`config.mk`:
```
export PLATFORM = sky130hd
export DESIGN_NAME = fwsr_poller
export DESIGN_NICKNAME = d
export VERILOG_FILES = /design/src/rtl/fwsr_pkg.sv /design/src/rtl/fwsr_bus_cycle.sv /design/src/rtl/fwsr_poller.sv
export SDC_FILE = /design/constraint.sdc
export NUM_CORES = 1
export LEC_CHECK = 0
export BUFFER_PORTS_ARGS = -buffer_cell sky130_fd_sc_hd__buf_4
export CORE_MARGIN = 5
export CORE_UTILIZATION = 52
export CTS_BUF_LIST = sky130_fd_sc_hd__clkbuf_4
export CTS_CLUSTER_DIAMETER = 30
export DETAILED_ROUTE_END_ITERATION = 8
export GPL_TIMING_DRIVEN = 0
export PLACE_DENSITY = 0.77
export SLEW_MARGIN = 20
export SYNTH_ARGS = -nofsm -noshare
export SYNTH_HDL_FRONTEND = slang
export SYNTH_SLANG_ARGS = --single-unit
```
`constraint.sdc`:
```
create_clock -name i_ref_clk -period 4.7 [get_ports i_ref_clk]
set_clock_uncertainty 0.1 [all_clocks]
set_input_delay 0 -clock i_ref_clk [delete_from_list [all_inputs] [get_ports i_ref_clk]]
set_output_delay 0 -clock i_ref_clk [all_outputs]
set_load 0.02 [all_outputs]
```
`src/rtl/fwsr_pkg.sv`:
```
/*
 * Constants shared by the flash status poller: register map, command bits,
 * status bit positions on the flash data lines, and pin timing counts.
 * Assumes a 40 MHz controller clock.
 */
package fwsr_pkg;
   // Register byte offsets on the AXI4-Lite slave
   localparam logic [4:0] REG_CTRL = 5'h00;
   localparam logic [4:0] REG_ADDR = 5'h04;
   localparam logic [4:0] REG_WDATA = 5'h08;
   localparam logic [4:0] REG_STATUS = 5'h0c;
   localparam logic [4:0] REG_RDATA = 5'h10;
   // Command bits in the control register
   localparam int CMD_POLL = 0;
   localparam int CMD_RST = 1;
   localparam int CMD_WR = 2;
   localparam int CMD_RD = 3;
   // Status bit positions on the flash data lines
   localparam int POLL_BIT = 7;
   localparam int PTOG_BIT = 6;
   localparam int TOUT_BIT = 5;
   localparam int ESTART_BIT = 3;
   localparam int ESTOG_BIT = 2;
   // Reset values
   localparam logic [16:0] ADDR_RST = 17'h00000;
   localparam logic [7:0] BYTE_RST = 8'h00;
   // AXI responses
   localparam logic [1:0] RESP_OKAY = 2'h0;
   localparam logic [1:0] RESP_SLVERR = 2'h2;
   // Pin timing: strobe low time rounds up, recovery is one cycle
   localparam int CLK_PERIOD_NS = 25;
   localparam int CYCLE_NS = 70;
   localparam int STRB_CYC = (CYCLE_NS + CLK_PERIOD_NS - 1) / CLK_PERIOD_NS;
   localparam int SYNC_CYC = 2;
   localparam int REC_CYC = 1;
endpackage

```
`src/rtl/fwsr_bus_cycle.sv`:
```
/*
 * One read or write cycle on the parallel flash pins.
 * Assumes the flash answers within the strobe time; data lines come back
 * through a two-flop synchroniser before they are sampled.
 */
`timescale 1ns/100ps
module fwsr_bus_cycle #(
   parameter int STROBE_CYC = fwsr_pkg::STRB_CYC
) (
   input wire logic i_ref_clk,
   input wire logic i_rst,
   input wire logic i_go,
   input wire logic i_wr,
   input wire logic [16:0] i_addr,
   input wire logic [7:0] i_wdata,
   output logic o_done,
   output logic [7:0] o_rdata,
   output logic [16:0] o_fl_addr,
   output logic o_fl_ce_n,
   output logic o_fl_oe_n,
   output logic o_fl_we_n,
   output logic [7:0] o_fl_dq_out,
   output logic o_fl_dq_oe,
   input wire logic [7:0] i_fl_dq_in
);
   import fwsr_pkg::*;

   typedef enum logic [2:0] {
      BC_IDLE = 3'b001,
      BC_STRB = 3'b010,
      BC_RCV = 3'b100
   } fwsr_bc_e;

   if (STROBE_CYC < 1 || STROBE_CYC + SYNC_CYC > 15) begin : g_bad_strobe
      $error("fwsr_bus_cycle: STROBE_CYC out of range");
   end

   fwsr_bc_e state, next_state;
   logic [3:0] cnt, next_cnt;
   logic wr, next_wr;
   logic [7:0] dq_s1, dq_s2;
   logic next_done, next_ce_n, next_oe_n, next_we_n, next_dq_oe;
   logic [7:0] next_rdata, next_dq_out;
   logic [16:0] next_fl_addr;

   // Data lines pass two flops before anything reads them
   always_ff @(posedge i_ref_clk or posedge i_rst) begin
      if (i_rst) begin
         dq_s1 <= 8'h00;
         dq_s2 <= 8'h00;
      end else begin
         dq_s1 <= i_fl_dq_in;
         dq_s2 <= dq_s1;
      end
   end

   // Strobe sequencer; reads stay low longer to cover the synchroniser
   always_comb begin
      next_state = state;
      next_cnt = cnt;
      next_wr = wr;
      next_done = 1'b0;
      next_rdata = o_rdata;
      next_fl_addr = o_fl_addr;
      next_ce_n = o_fl_ce_n;
      next_oe_n = o_fl_oe_n;
      next_we_n = o_fl_we_n;
      next_dq_out = o_fl_dq_out;
      next_dq_oe = o_fl_dq_oe;
      case (state)
         BC_IDLE: begin
            if (i_go) begin
               next_state = BC_STRB;
               next_wr = i_wr;
               next_fl_addr = i_addr;
               next_ce_n = 1'b0;
               next_oe_n = i_wr;
               next_we_n = !i_wr;
               next_dq_out = i_wdata;
               next_dq_oe = i_wr;
               next_cnt = i_wr ? 4'(STROBE_CYC - 1) : 4'(STROBE_CYC + SYNC_CYC - 1);
            end
         end
         BC_STRB: begin
            if (cnt == 4'h0) begin
               // Rising strobe latches write data; read data sampled here
               next_state = BC_RCV;
               next_ce_n = 1'b1;
               next_oe_n = 1'b1;
               next_we_n = 1'b1;
               next_cnt = 4'(REC_CYC - 1);
               if (!wr) begin
                  next_rdata = dq_s2;
               end
            end else begin
               next_cnt = cnt - 4'h1;
            end
         end
         BC_RCV: begin
            // Data held one cycle past the rising edge for hold time
            if (cnt == 4'h0) begin
               next_state = BC_IDLE;
               next_dq_oe = 1'b0;
               next_done = 1'b1;
            end else begin
               next_cnt = cnt - 4'h1;
            end
         end
         default: begin
            next_state = BC_IDLE;
         end
      endcase
   end

   always_ff @(posedge i_ref_clk or posedge i_rst) begin
      if (i_rst) begin
         state <= BC_IDLE;
         cnt <= 4'h0;
         wr <= 1'b0;
         o_done <= 1'b0;
         o_rdata <= 8'h00;
         o_fl_addr <= 17'h00000;
         o_fl_ce_n <= 1'b1;
         o_fl_oe_n <= 1'b1;
         o_fl_we_n <= 1'b1;
         o_fl_dq_out <= 8'h00;
         o_fl_dq_oe <= 1'b0;
      end else begin
         state <= next_state;
         cnt <= next_cnt;
         wr <= next_wr;
         o_done <= next_done;
         o_rdata <= next_rdata;
         o_fl_addr <= next_fl_addr;
         o_fl_ce_n <= next_ce_n;
         o_fl_oe_n <= next_oe_n;
         o_fl_we_n <= next_we_n;
         o_fl_dq_out <= next_dq_out;
         o_fl_dq_oe <= next_dq_oe;
      end
   end

   // Output and write strobes never low together
   a_strobe_excl: assert property (@(posedge i_ref_clk) disable iff (i_rst)
      !(!o_fl_oe_n && !o_fl_we_n)) else $error("oe and we low together");
endmodule

```
`src/rtl/fwsr_poller.sv`:
```
/*
 * Host side controller for a parallel NOR flash: runs the toggle-bit
 * status polling algorithm, issues the reset command on failure, and
 * performs single byte reads and writes on software request.
 * Assumes an AXI4-Lite master on the same clock and a flash whose pins
 * are wired straight to the fl ports.
 */
// Implementation choices: the AXI4-Lite interface to the registers and the placing of the registers.
`timescale 1ns/100ps
// Summary of operation
// - After timeout failure host writes reset command
// - On timeout bit, host rechecks toggling
// - Host reads twice, compares toggle bit
// - Still toggling with timeout: fail, issue reset
// - Resumed polling restarts algorithm from top
module fwsr_poller #(
   parameter logic [7:0] RESET_CMD = 8'hf0
) (
   input wire logic i_ref_clk,
   input wire logic i_rst,
   input wire logic [4:0] i_awaddr,
   input wire logic i_awvalid,
   output logic o_awready,
   input wire logic [31:0] i_wdata,
   input wire logic [3:0] i_wstrb,
   input wire logic i_wvalid,
   output logic o_wready,
   output logic [1:0] o_bresp,
   output logic o_bvalid,
   input wire logic i_bready,
   input wire logic [4:0] i_araddr,
   input wire logic i_arvalid,
   output logic o_arready,
   output logic [31:0] o_rdata,
   output logic [1:0] o_rresp,
   output logic o_rvalid,
   input wire logic i_rready,
   output logic [16:0] o_fl_addr,
   output logic o_fl_ce_n,
   output logic o_fl_oe_n,
   output logic o_fl_we_n,
   output logic [7:0] o_fl_dq_out,
   output logic o_fl_dq_oe,
   input wire logic [7:0] i_fl_dq_in
);
   import fwsr_pkg::*;

   typedef enum logic [6:0] {
      ST_IDLE = 7'b0000001,
      ST_RD1 = 7'b0000010,
      ST_RD2 = 7'b0000100,
      ST_RD3 = 7'b0001000,
      ST_RD4 = 7'b0010000,
      ST_RST = 7'b0100000,
      ST_ONE = 7'b1000000
   } fwsr_st_e;

   // Merge a written word into a register under byte strobes
   function automatic logic [31:0] fwsr_merge(input logic [31:0] old, input logic [31:0] nw,
                                              input logic [3:0] strb);
      logic [31:0] res;
      res = old;
      for (int i = 0; i < 4; i++) begin
         if (strb[i]) begin
            res[8*i +: 8] = nw[8*i +: 8];
         end
      end
      return res;
   endfunction

   logic aw_full, next_aw_full, w_full, next_w_full;
   logic [4:0] aw_addr, next_aw_addr;
   logic [31:0] w_data, next_w_data;
   logic [3:0] w_strb, next_w_strb;
   logic next_awready, next_wready, next_bvalid, next_arready, next_rvalid;
   logic [1:0] next_bresp, next_rresp;
   logic [31:0] next_rdata;
   logic [16:0] addr_reg, next_addr_reg;
   logic [7:0] wbyte, next_wbyte;
   logic [3:0] cmd, next_cmd;
   logic [31:0] status;

   fwsr_st_e state, next_state;
   logic go, next_go, wr, next_wr, t1, next_t1;
   logic done, next_done, fail, next_fail, tout_seen, next_tout;
   logic from_poll, next_from_poll;
   logic [7:0] bdata, next_bdata, last_rd, next_last_rd;
   logic [1:0] rd_cnt, next_rd_cnt;
   logic bc_done;
   logic [7:0] bc_rdata;

   assign status = {16'h0000, last_rd, 4'h0, tout_seen, fail, done, state != ST_IDLE};

   // AXI4-Lite slave; address and data are taken in either order
   always_comb begin
      next_aw_full = aw_full;
      next_aw_addr = aw_addr;
      next_w_full = w_full;
      next_w_data = w_data;
      next_w_strb = w_strb;
      next_bvalid = o_bvalid;
      next_bresp = o_bresp;
      next_arready = o_arready;
      next_rvalid = o_rvalid;
      next_rresp = o_rresp;
      next_rdata = o_rdata;
      next_addr_reg = addr_reg;
      next_wbyte = wbyte;
      next_cmd = 4'h0;
      if (i_awvalid && o_awready) begin
         next_aw_full = 1'b1;
         next_aw_addr = i_awaddr;
      end
      if (i_wvalid && o_wready) begin
         next_w_full = 1'b1;
         next_w_data = i_wdata;
         next_w_strb = i_wstrb;
      end
      if (o_bvalid && i_bready) begin
         next_bvalid = 1'b0;
      end
      if (aw_full && w_full && !o_bvalid) begin
         next_aw_full = 1'b0;
         next_w_full = 1'b0;
         next_bvalid = 1'b1;
         next_bresp = RESP_OKAY;
         case ({aw_addr[4:2], 2'b00})
            REG_CTRL: next_cmd = w_strb[0] ? w_data[3:0] : 4'h0;
            REG_ADDR: next_addr_reg = 17'(fwsr_merge({15'h0000, addr_reg}, w_data, w_strb));
            REG_WDATA: next_wbyte = 8'(fwsr_merge({24'h000000, wbyte}, w_data, w_strb));
            REG_STATUS, REG_RDATA: next_bresp = RESP_OKAY;
            default: next_bresp = RESP_SLVERR;
         endcase
      end
      if (o_rvalid && i_rready) begin
         next_rvalid = 1'b0;
         next_arready = 1'b1;
      end
      if (i_arvalid && o_arready) begin
         next_arready = 1'b0;
         next_rvalid = 1'b1;
         next_rresp = RESP_OKAY;
         case ({i_araddr[4:2], 2'b00})
            REG_CTRL: next_rdata = 32'h00000000;
            REG_ADDR: next_rdata = {15'h0000, addr_reg};
            REG_WDATA: next_rdata = {24'h000000, wbyte};
            REG_STATUS: next_rdata = status;
            REG_RDATA: next_rdata = {24'h000000, last_rd};
            default: begin
               next_rdata = 32'h00000000;
               next_rresp = RESP_SLVERR;
            end
         endcase
      end
      next_awready = !next_aw_full;
      next_wready = !next_w_full;
   end

   always_ff @(posedge i_ref_clk or posedge i_rst) begin
      if (i_rst) begin
         aw_full <= 1'b0;
         aw_addr <= 5'h00;
         w_full <= 1'b0;
         w_data <= 32'h00000000;
         w_strb <= 4'h0;
         o_awready <= 1'b1;
         o_wready <= 1'b1;
         o_bvalid <= 1'b0;
         o_bresp <= RESP_OKAY;
         o_arready <= 1'b1;
         o_rvalid <= 1'b0;
         o_rresp <= RESP_OKAY;
         o_rdata <= 32'h00000000;
         addr_reg <= ADDR_RST;
         wbyte <= BYTE_RST;
         cmd <= 4'h0;
      end else begin
         aw_full <= next_aw_full;
         aw_addr <= next_aw_addr;
         w_full <= next_w_full;
         w_data <= next_w_data;
         w_strb <= next_w_strb;
         o_awready <= next_awready;
         o_wready <= next_wready;
         o_bvalid <= next_bvalid;
         o_bresp <= next_bresp;
         o_arready <= next_arready;
         o_rvalid <= next_rvalid;
         o_rresp <= next_rresp;
         o_rdata <= next_rdata;
         addr_reg <= next_addr_reg;
         wbyte <= next_wbyte;
         cmd <= next_cmd;
      end
   end

   // Polling sequencer; commands while busy are dropped
   always_comb begin
      next_state = state;
      next_go = 1'b0;
      next_wr = wr;
      next_bdata = bdata;
      next_t1 = t1;
      next_done = done;
      next_fail = fail;
      next_tout = tout_seen;
      next_from_poll = from_poll;
      next_last_rd = last_rd;
      next_rd_cnt = rd_cnt;
      case (state)
         ST_IDLE: begin
            if (cmd != 4'h0) begin
               next_go = 1'b1;
               next_done = 1'b0;
               next_fail = 1'b0;
               next_tout = 1'b0;
               next_from_poll = 1'b0;
               next_rd_cnt = 2'd0;
               // Reset and write outrank read, so a combined order still writes
               next_wr = !cmd[CMD_POLL] && (cmd[CMD_RST] || cmd[CMD_WR]);
               next_bdata = cmd[CMD_RST] ? RESET_CMD : wbyte;
            end
            if (cmd[CMD_POLL]) begin
               next_state = ST_RD1;
            end else if (cmd[CMD_RST]) begin
               next_state = ST_RST;
            end else if (cmd[CMD_WR] || cmd[CMD_RD]) begin
               next_state = ST_ONE;
            end
         end
         ST_RD1, ST_RD3: begin
            if (bc_done) begin
               next_t1 = bc_rdata[PTOG_BIT];
               next_last_rd = bc_rdata;
               next_rd_cnt = (rd_cnt == 2'd3) ? rd_cnt : rd_cnt + 2'd1;
               next_go = 1'b1;
               next_state = (state == ST_RD1) ? ST_RD2 : ST_RD4;
            end
         end
         ST_RD2: begin
            if (bc_done) begin
               next_last_rd = bc_rdata;
               next_rd_cnt = (rd_cnt == 2'd3) ? rd_cnt : rd_cnt + 2'd1;
               if (bc_rdata[PTOG_BIT] == t1) begin
                  next_done = 1'b1;
                  next_state = ST_IDLE;
               end else if (bc_rdata[TOUT_BIT]) begin
                  next_tout = 1'b1;
                  next_go = 1'b1;
                  next_state = ST_RD3;
               end else begin
                  // Still busy: keep monitoring from the first read
                  next_go = 1'b1;
                  next_state = ST_RD1;
               end
            end
         end
         ST_RD4: begin
            if (bc_done) begin
               next_last_rd = bc_rdata;
               if (bc_rdata[PTOG_BIT] == t1) begin
                  next_done = 1'b1;
                  next_state = ST_IDLE;
               end else begin
                  next_go = 1'b1;
                  next_wr = 1'b1;
                  next_bdata = RESET_CMD;
                  next_from_poll = 1'b1;
                  next_state = ST_RST;
               end
            end
         end
         ST_RST: begin
            if (bc_done) begin
               next_done = 1'b1;
               next_fail = from_poll;
               next_state = ST_IDLE;
            end
         end
         ST_ONE: begin
            if (bc_done) begin
               next_done = 1'b1;
               next_last_rd = wr ? last_rd : bc_rdata;
               next_state = ST_IDLE;
            end
         end
         default: begin
            next_state = ST_IDLE;
         end
      endcase
   end

   always_ff @(posedge i_ref_clk or posedge i_rst) begin
      if (i_rst) begin
         state <= ST_IDLE;
         go <= 1'b0;
         wr <= 1'b0;
         bdata <= BYTE_RST;
         t1 <= 1'b0;
         done <= 1'b0;
         fail <= 1'b0;
         tout_seen <= 1'b0;
         from_poll <= 1'b0;
         last_rd <= BYTE_RST;
         rd_cnt <= 2'd0;
      end else begin
         state <= next_state;
         go <= next_go;
         wr <= next_wr;
         bdata <= next_bdata;
         t1 <= next_t1;
         done <= next_done;
         fail <= next_fail;
         tout_seen <= next_tout;
         from_poll <= next_from_poll;
         last_rd <= next_last_rd;
         rd_cnt <= next_rd_cnt;
      end
   end

   fwsr_bus_cycle u_cycle (
      .i_ref_clk(i_ref_clk),
      .i_rst(i_rst),
      .i_go(go),
      .i_wr(wr),
      .i_addr(addr_reg),
      .i_wdata(bdata),
      .o_done(bc_done),
      .o_rdata(bc_rdata),
      .o_fl_addr(o_fl_addr),
      .o_fl_ce_n(o_fl_ce_n),
      .o_fl_oe_n(o_fl_oe_n),
      .o_fl_we_n(o_fl_we_n),
      .o_fl_dq_out(o_fl_dq_out),
      .o_fl_dq_oe(o_fl_dq_oe),
      .i_fl_dq_in(i_fl_dq_in)
   );

   // Checks on the polling algorithm and the AXI write response
   a_two_reads_min: assert property (@(posedge i_ref_clk) disable iff (i_rst)
      $rose(done) && $past(state) == ST_RD2 |-> rd_cnt >= 2'd2) else $error("poll ended before two reads");
   a_tout_recheck: assert property (@(posedge i_ref_clk) disable iff (i_rst)
      state == ST_RD2 && bc_done && bc_rdata[PTOG_BIT] != t1 && bc_rdata[TOUT_BIT]
      |=> state == ST_RD3 && tout_seen && go) else $error("timeout seen without recheck");
   a_fail_resets: assert property (@(posedge i_ref_clk) disable iff (i_rst)
      state == ST_RD4 && bc_done && bc_rdata[PTOG_BIT] != t1
      |=> state == ST_RST && bdata == RESET_CMD ##[1:40] fail) else $error("failure not followed by reset");
   a_fail_cause: assert property (@(posedge i_ref_clk) disable iff (i_rst)
      $rose(fail) |-> $past(state) == ST_RST && tout_seen) else $error("fail without reset command");
   a_restart_top: assert property (@(posedge i_ref_clk) disable iff (i_rst)
      state == ST_IDLE && cmd[CMD_POLL] |=> state == ST_RD1 && rd_cnt == 2'd0 && !done)
      else $error("poll did not restart at top");
   a_bvalid_hold: assert property (@(posedge i_ref_clk) disable iff (i_rst)
      o_bvalid && !i_bready |=> o_bvalid) else $error("write response dropped");
   c_poll_ok: cover property (@(posedge i_ref_clk) disable iff (i_rst) $rose(done) && !fail && !tout_seen);
   c_poll_fail: cover property (@(posedge i_ref_clk) disable iff (i_rst) $rose(fail));
   c_recheck_ok: cover property (@(posedge i_ref_clk) disable iff (i_rst) $rose(done) && tout_seen && !fail);
endmodule

```
==> flow_summary.ini <==
[status]
outcome = finished, final reports clean

[pwr]
internal-power_mw = 3.000
max-vdd-ir-drop_uv = 345.5
power_frac_comb = 0.322
power_mw = 4.524
swShare = 0.3368
power_leakage_nw = 4.284
seq_power_share = 0.490
power_switching_mw = 1.524
clockPowerShare = 0.187
power_density_nw_per_um2 = 505.6

[global_route]
grt_max_degree = 92
grtUsageTotal = 0.2003
antenna_found_initial = 0
grt_pass1_wl_mm = 25.58
gr-total-overflow = 0
grt_pass1_vias = 5076

[logic_synthesis]
synth.distinct_cells = 59
syn_area_per_cell_um2 = 12.52
ys.flop_type = dfrtp_1
ys_async_sr_fraction = 1.000
ys_ff_latch = 170
synth_warnings = 0
synth_area_um2 = 7109
synth-edff-count = 0
postSynthCellCount = 568
ys_seq_area_frac = 0.5998

[setup_path]
required_ns = 5.05
critPathMaxStageDelay_ns = 0.45
setup.worst_path.end_class = register
worst-setup-path-type = register to register
critPathLaunch = u_cycle.cnt[0]$_DFFE_PP0P_
r2r_start = u_cycle.cnt[0]$_DFFE_PP0P_
worstPathMaxFanout = 8
cp_data_arrival_time_ns = 2.91
worstRegToRegCells = 7
critPathSlowestCell = or3b_2
crit_chain = inv_1 > ha_1 > or3b_2 > clkbuf_1 > nor3_1 > nand3_1 > mux2_2
start_kind = register

[floorplanning]
die_width_um = 126.9
initial_utilization = 0.5326
fp.coreArea_um2 = 13350
die_area_um2 = 16110
fp.dieH_um = 126.9
io_pins = 131
num_rows = 42

[clock_network]
cts_max_level = 4
clockRootBuffer = clkbuf_4
cts_buffers = 17
cts_sinks = 170
cts_tree = yes
clockBufferDepth = 2
clk_latency_ns = 0.55
path_clk_slew_ns = 0.13

[timing]
drv_slew = 0
period_needed_ns = 2.562
hold_violations = 0
max_freq_mhz = 390.3
fin_ws_ns = 2.138
maxSlewHeadroom = 0.5472
setup_viol = 0
tns_ns = 0
worst_slew_pin_slew_ns = 0.6698
rsz0062_at_grt = no
finalCritPeriodShare = 0.5452

[drt]
maxUsedRoutingLayer = met4
wirelength_mm = 15.34
dr_wl_met2_mm = 7.864
drc = 0
wl_met1_mm = 6.481
wl_met3_um = 796
ant_nets = 0
vias = 4822
via_per_inst = 5.141
dr.pass1.iters = 4
wire_per_inst_um = 16.35
drtIter0Drc = 284

[place]
portBuffers = 93
place_congestion = 0.8379
place_inst = 854
dp_slack_ns = 2.175
hpwl_mm = 10.85

[min_path]
hp-start = i_bready
hold_path_depth = 3
hold_class = primary input to register

[cells_and_area]
antenna_cells = 0
fillers = 994
syn2layout_area_growth_pct = 25.84
layout_common_cells = dfrtp_1 (162), buf_4 (110), mux2_2 (95)
fin_util = 0.6702
layout-drive-gt1-share = 0.3425
final_common_cell = dfrtp_1
nNetsFinal = 814
stdcell_count = 938

[run]
maxCapViolCount = 0
stage by stage:
step	hold slack (ns)	area, um2
2_1_floorplan	-0.06857	7169
3_3_place_gp	0.01095	8088
3_5_place_dp	0.009328	8123
4_1_cts	0.01933	8946
5_1_grt	0.03722	8946
6_report	0.07799	8946
metal layers:
layer / track usage / up-vias
li1: - / 2328
met1: 0.2468 / 2381
met2: 0.3459 / 96
met3: 0.05338 / 17
met4: 0.06183 / 0
met5: 0 / -
power by group through the flow:
stage	combinational [mW]	sequential (mW)	clock, mW
after global placement	1.35	2.23	0
after floorplan	0.867	2.27	0
final	1.46	2.22	0.846
after global routing	1.60	2.28	0.922
after detailed placement	1.40	2.25	0
after CTS	1.47	2.22	0.859
cells by family (layout without fill, tap and decap cells):
kind of cell | count (synthesis) | after routing | synth area share
simple gates | 140 | 140 | 0.1044
flops | 170 | 170 | 0.5998
xor+xnor | 4 | 4 | 0.004929
other cells | 1 | 17 | 0.0005275
compound gates | 80 | 80 | 0.07110
fa+ha+maj | 2 | 2 | 0.003519
mux | 113 | 113 | 0.1758
buf+inv | 58 | 236 | 0.03995
what timing repair did:
item / CTS / global route
hold buffers: 54 / 0
endpoints found under the hold margin: 223 / 0
gates resized for setup: 0 / 0
buffers inserted: 0 / 0
area by class of cell:
cell class	instances	area [um2]	area share
inverter	22	90.09	0.01007
timing repair buffer	148	1266	0.1415
clock inverter	13	155.1	0.01734
sequential	170	4264	0.4766
clock buffer	17	127.6	0.01427
buffer	36	201.4	0.02252
multi-input combinational	356	2621	0.2930
tap	176	220.2	0.02462
cells in the mapped netlist, types with 4 or more instances:
library cell	instances	area share
a21oi_1	17	0.012
a22oi_1	7	0.0074
and2_1	6	0.0053
buf_4	17	0.018
clkbuf_1	16	0.0084
dfrtp_1	162	0.57
dfstp_2	8	0.030
inv_1	22	0.012
mux2_2	95	0.15
mux2i_1	18	0.025
nand2_1	46	0.024
nand2b_1	6	0.0053
nand3_1	6	0.0042
nor2_1	28	0.015
nor2b_1	5	0.0044
nor3_1	8	0.0056
nor3b_1	6	0.0063
nor4_1	4	0.0035
o21ai_0	31	0.022
o22ai_1	5	0.0044
critical path, delay by kind of cell, from the launching register on:
kind	cells	cell delay (ns)
simple gates	3	1.10
fa+ha+maj	1	0.17
mux	1	0.40
buf+inv	2	0.26
flops	1	0.43
final timing paths:
check                                                 end  slack, ns
min reg2reg                    u_cycle.dq_s2[7]$_DFF_PP0_       0.26
min                                  o_bvalid$_DFFE_PP0P_       0.08
max                        u_cycle.o_rdata[3]$_DFFE_PP0P_       2.14
min in group asynchronous            state[2]$_DFFE_PP0P_       0.60
max reg2reg                u_cycle.o_rdata[3]$_DFFE_PP0P_       2.14
max in group asynchronous    u_cycle.state[0]$_DFFE_PP1P_       3.07
(Power assumes the default switching activity.)
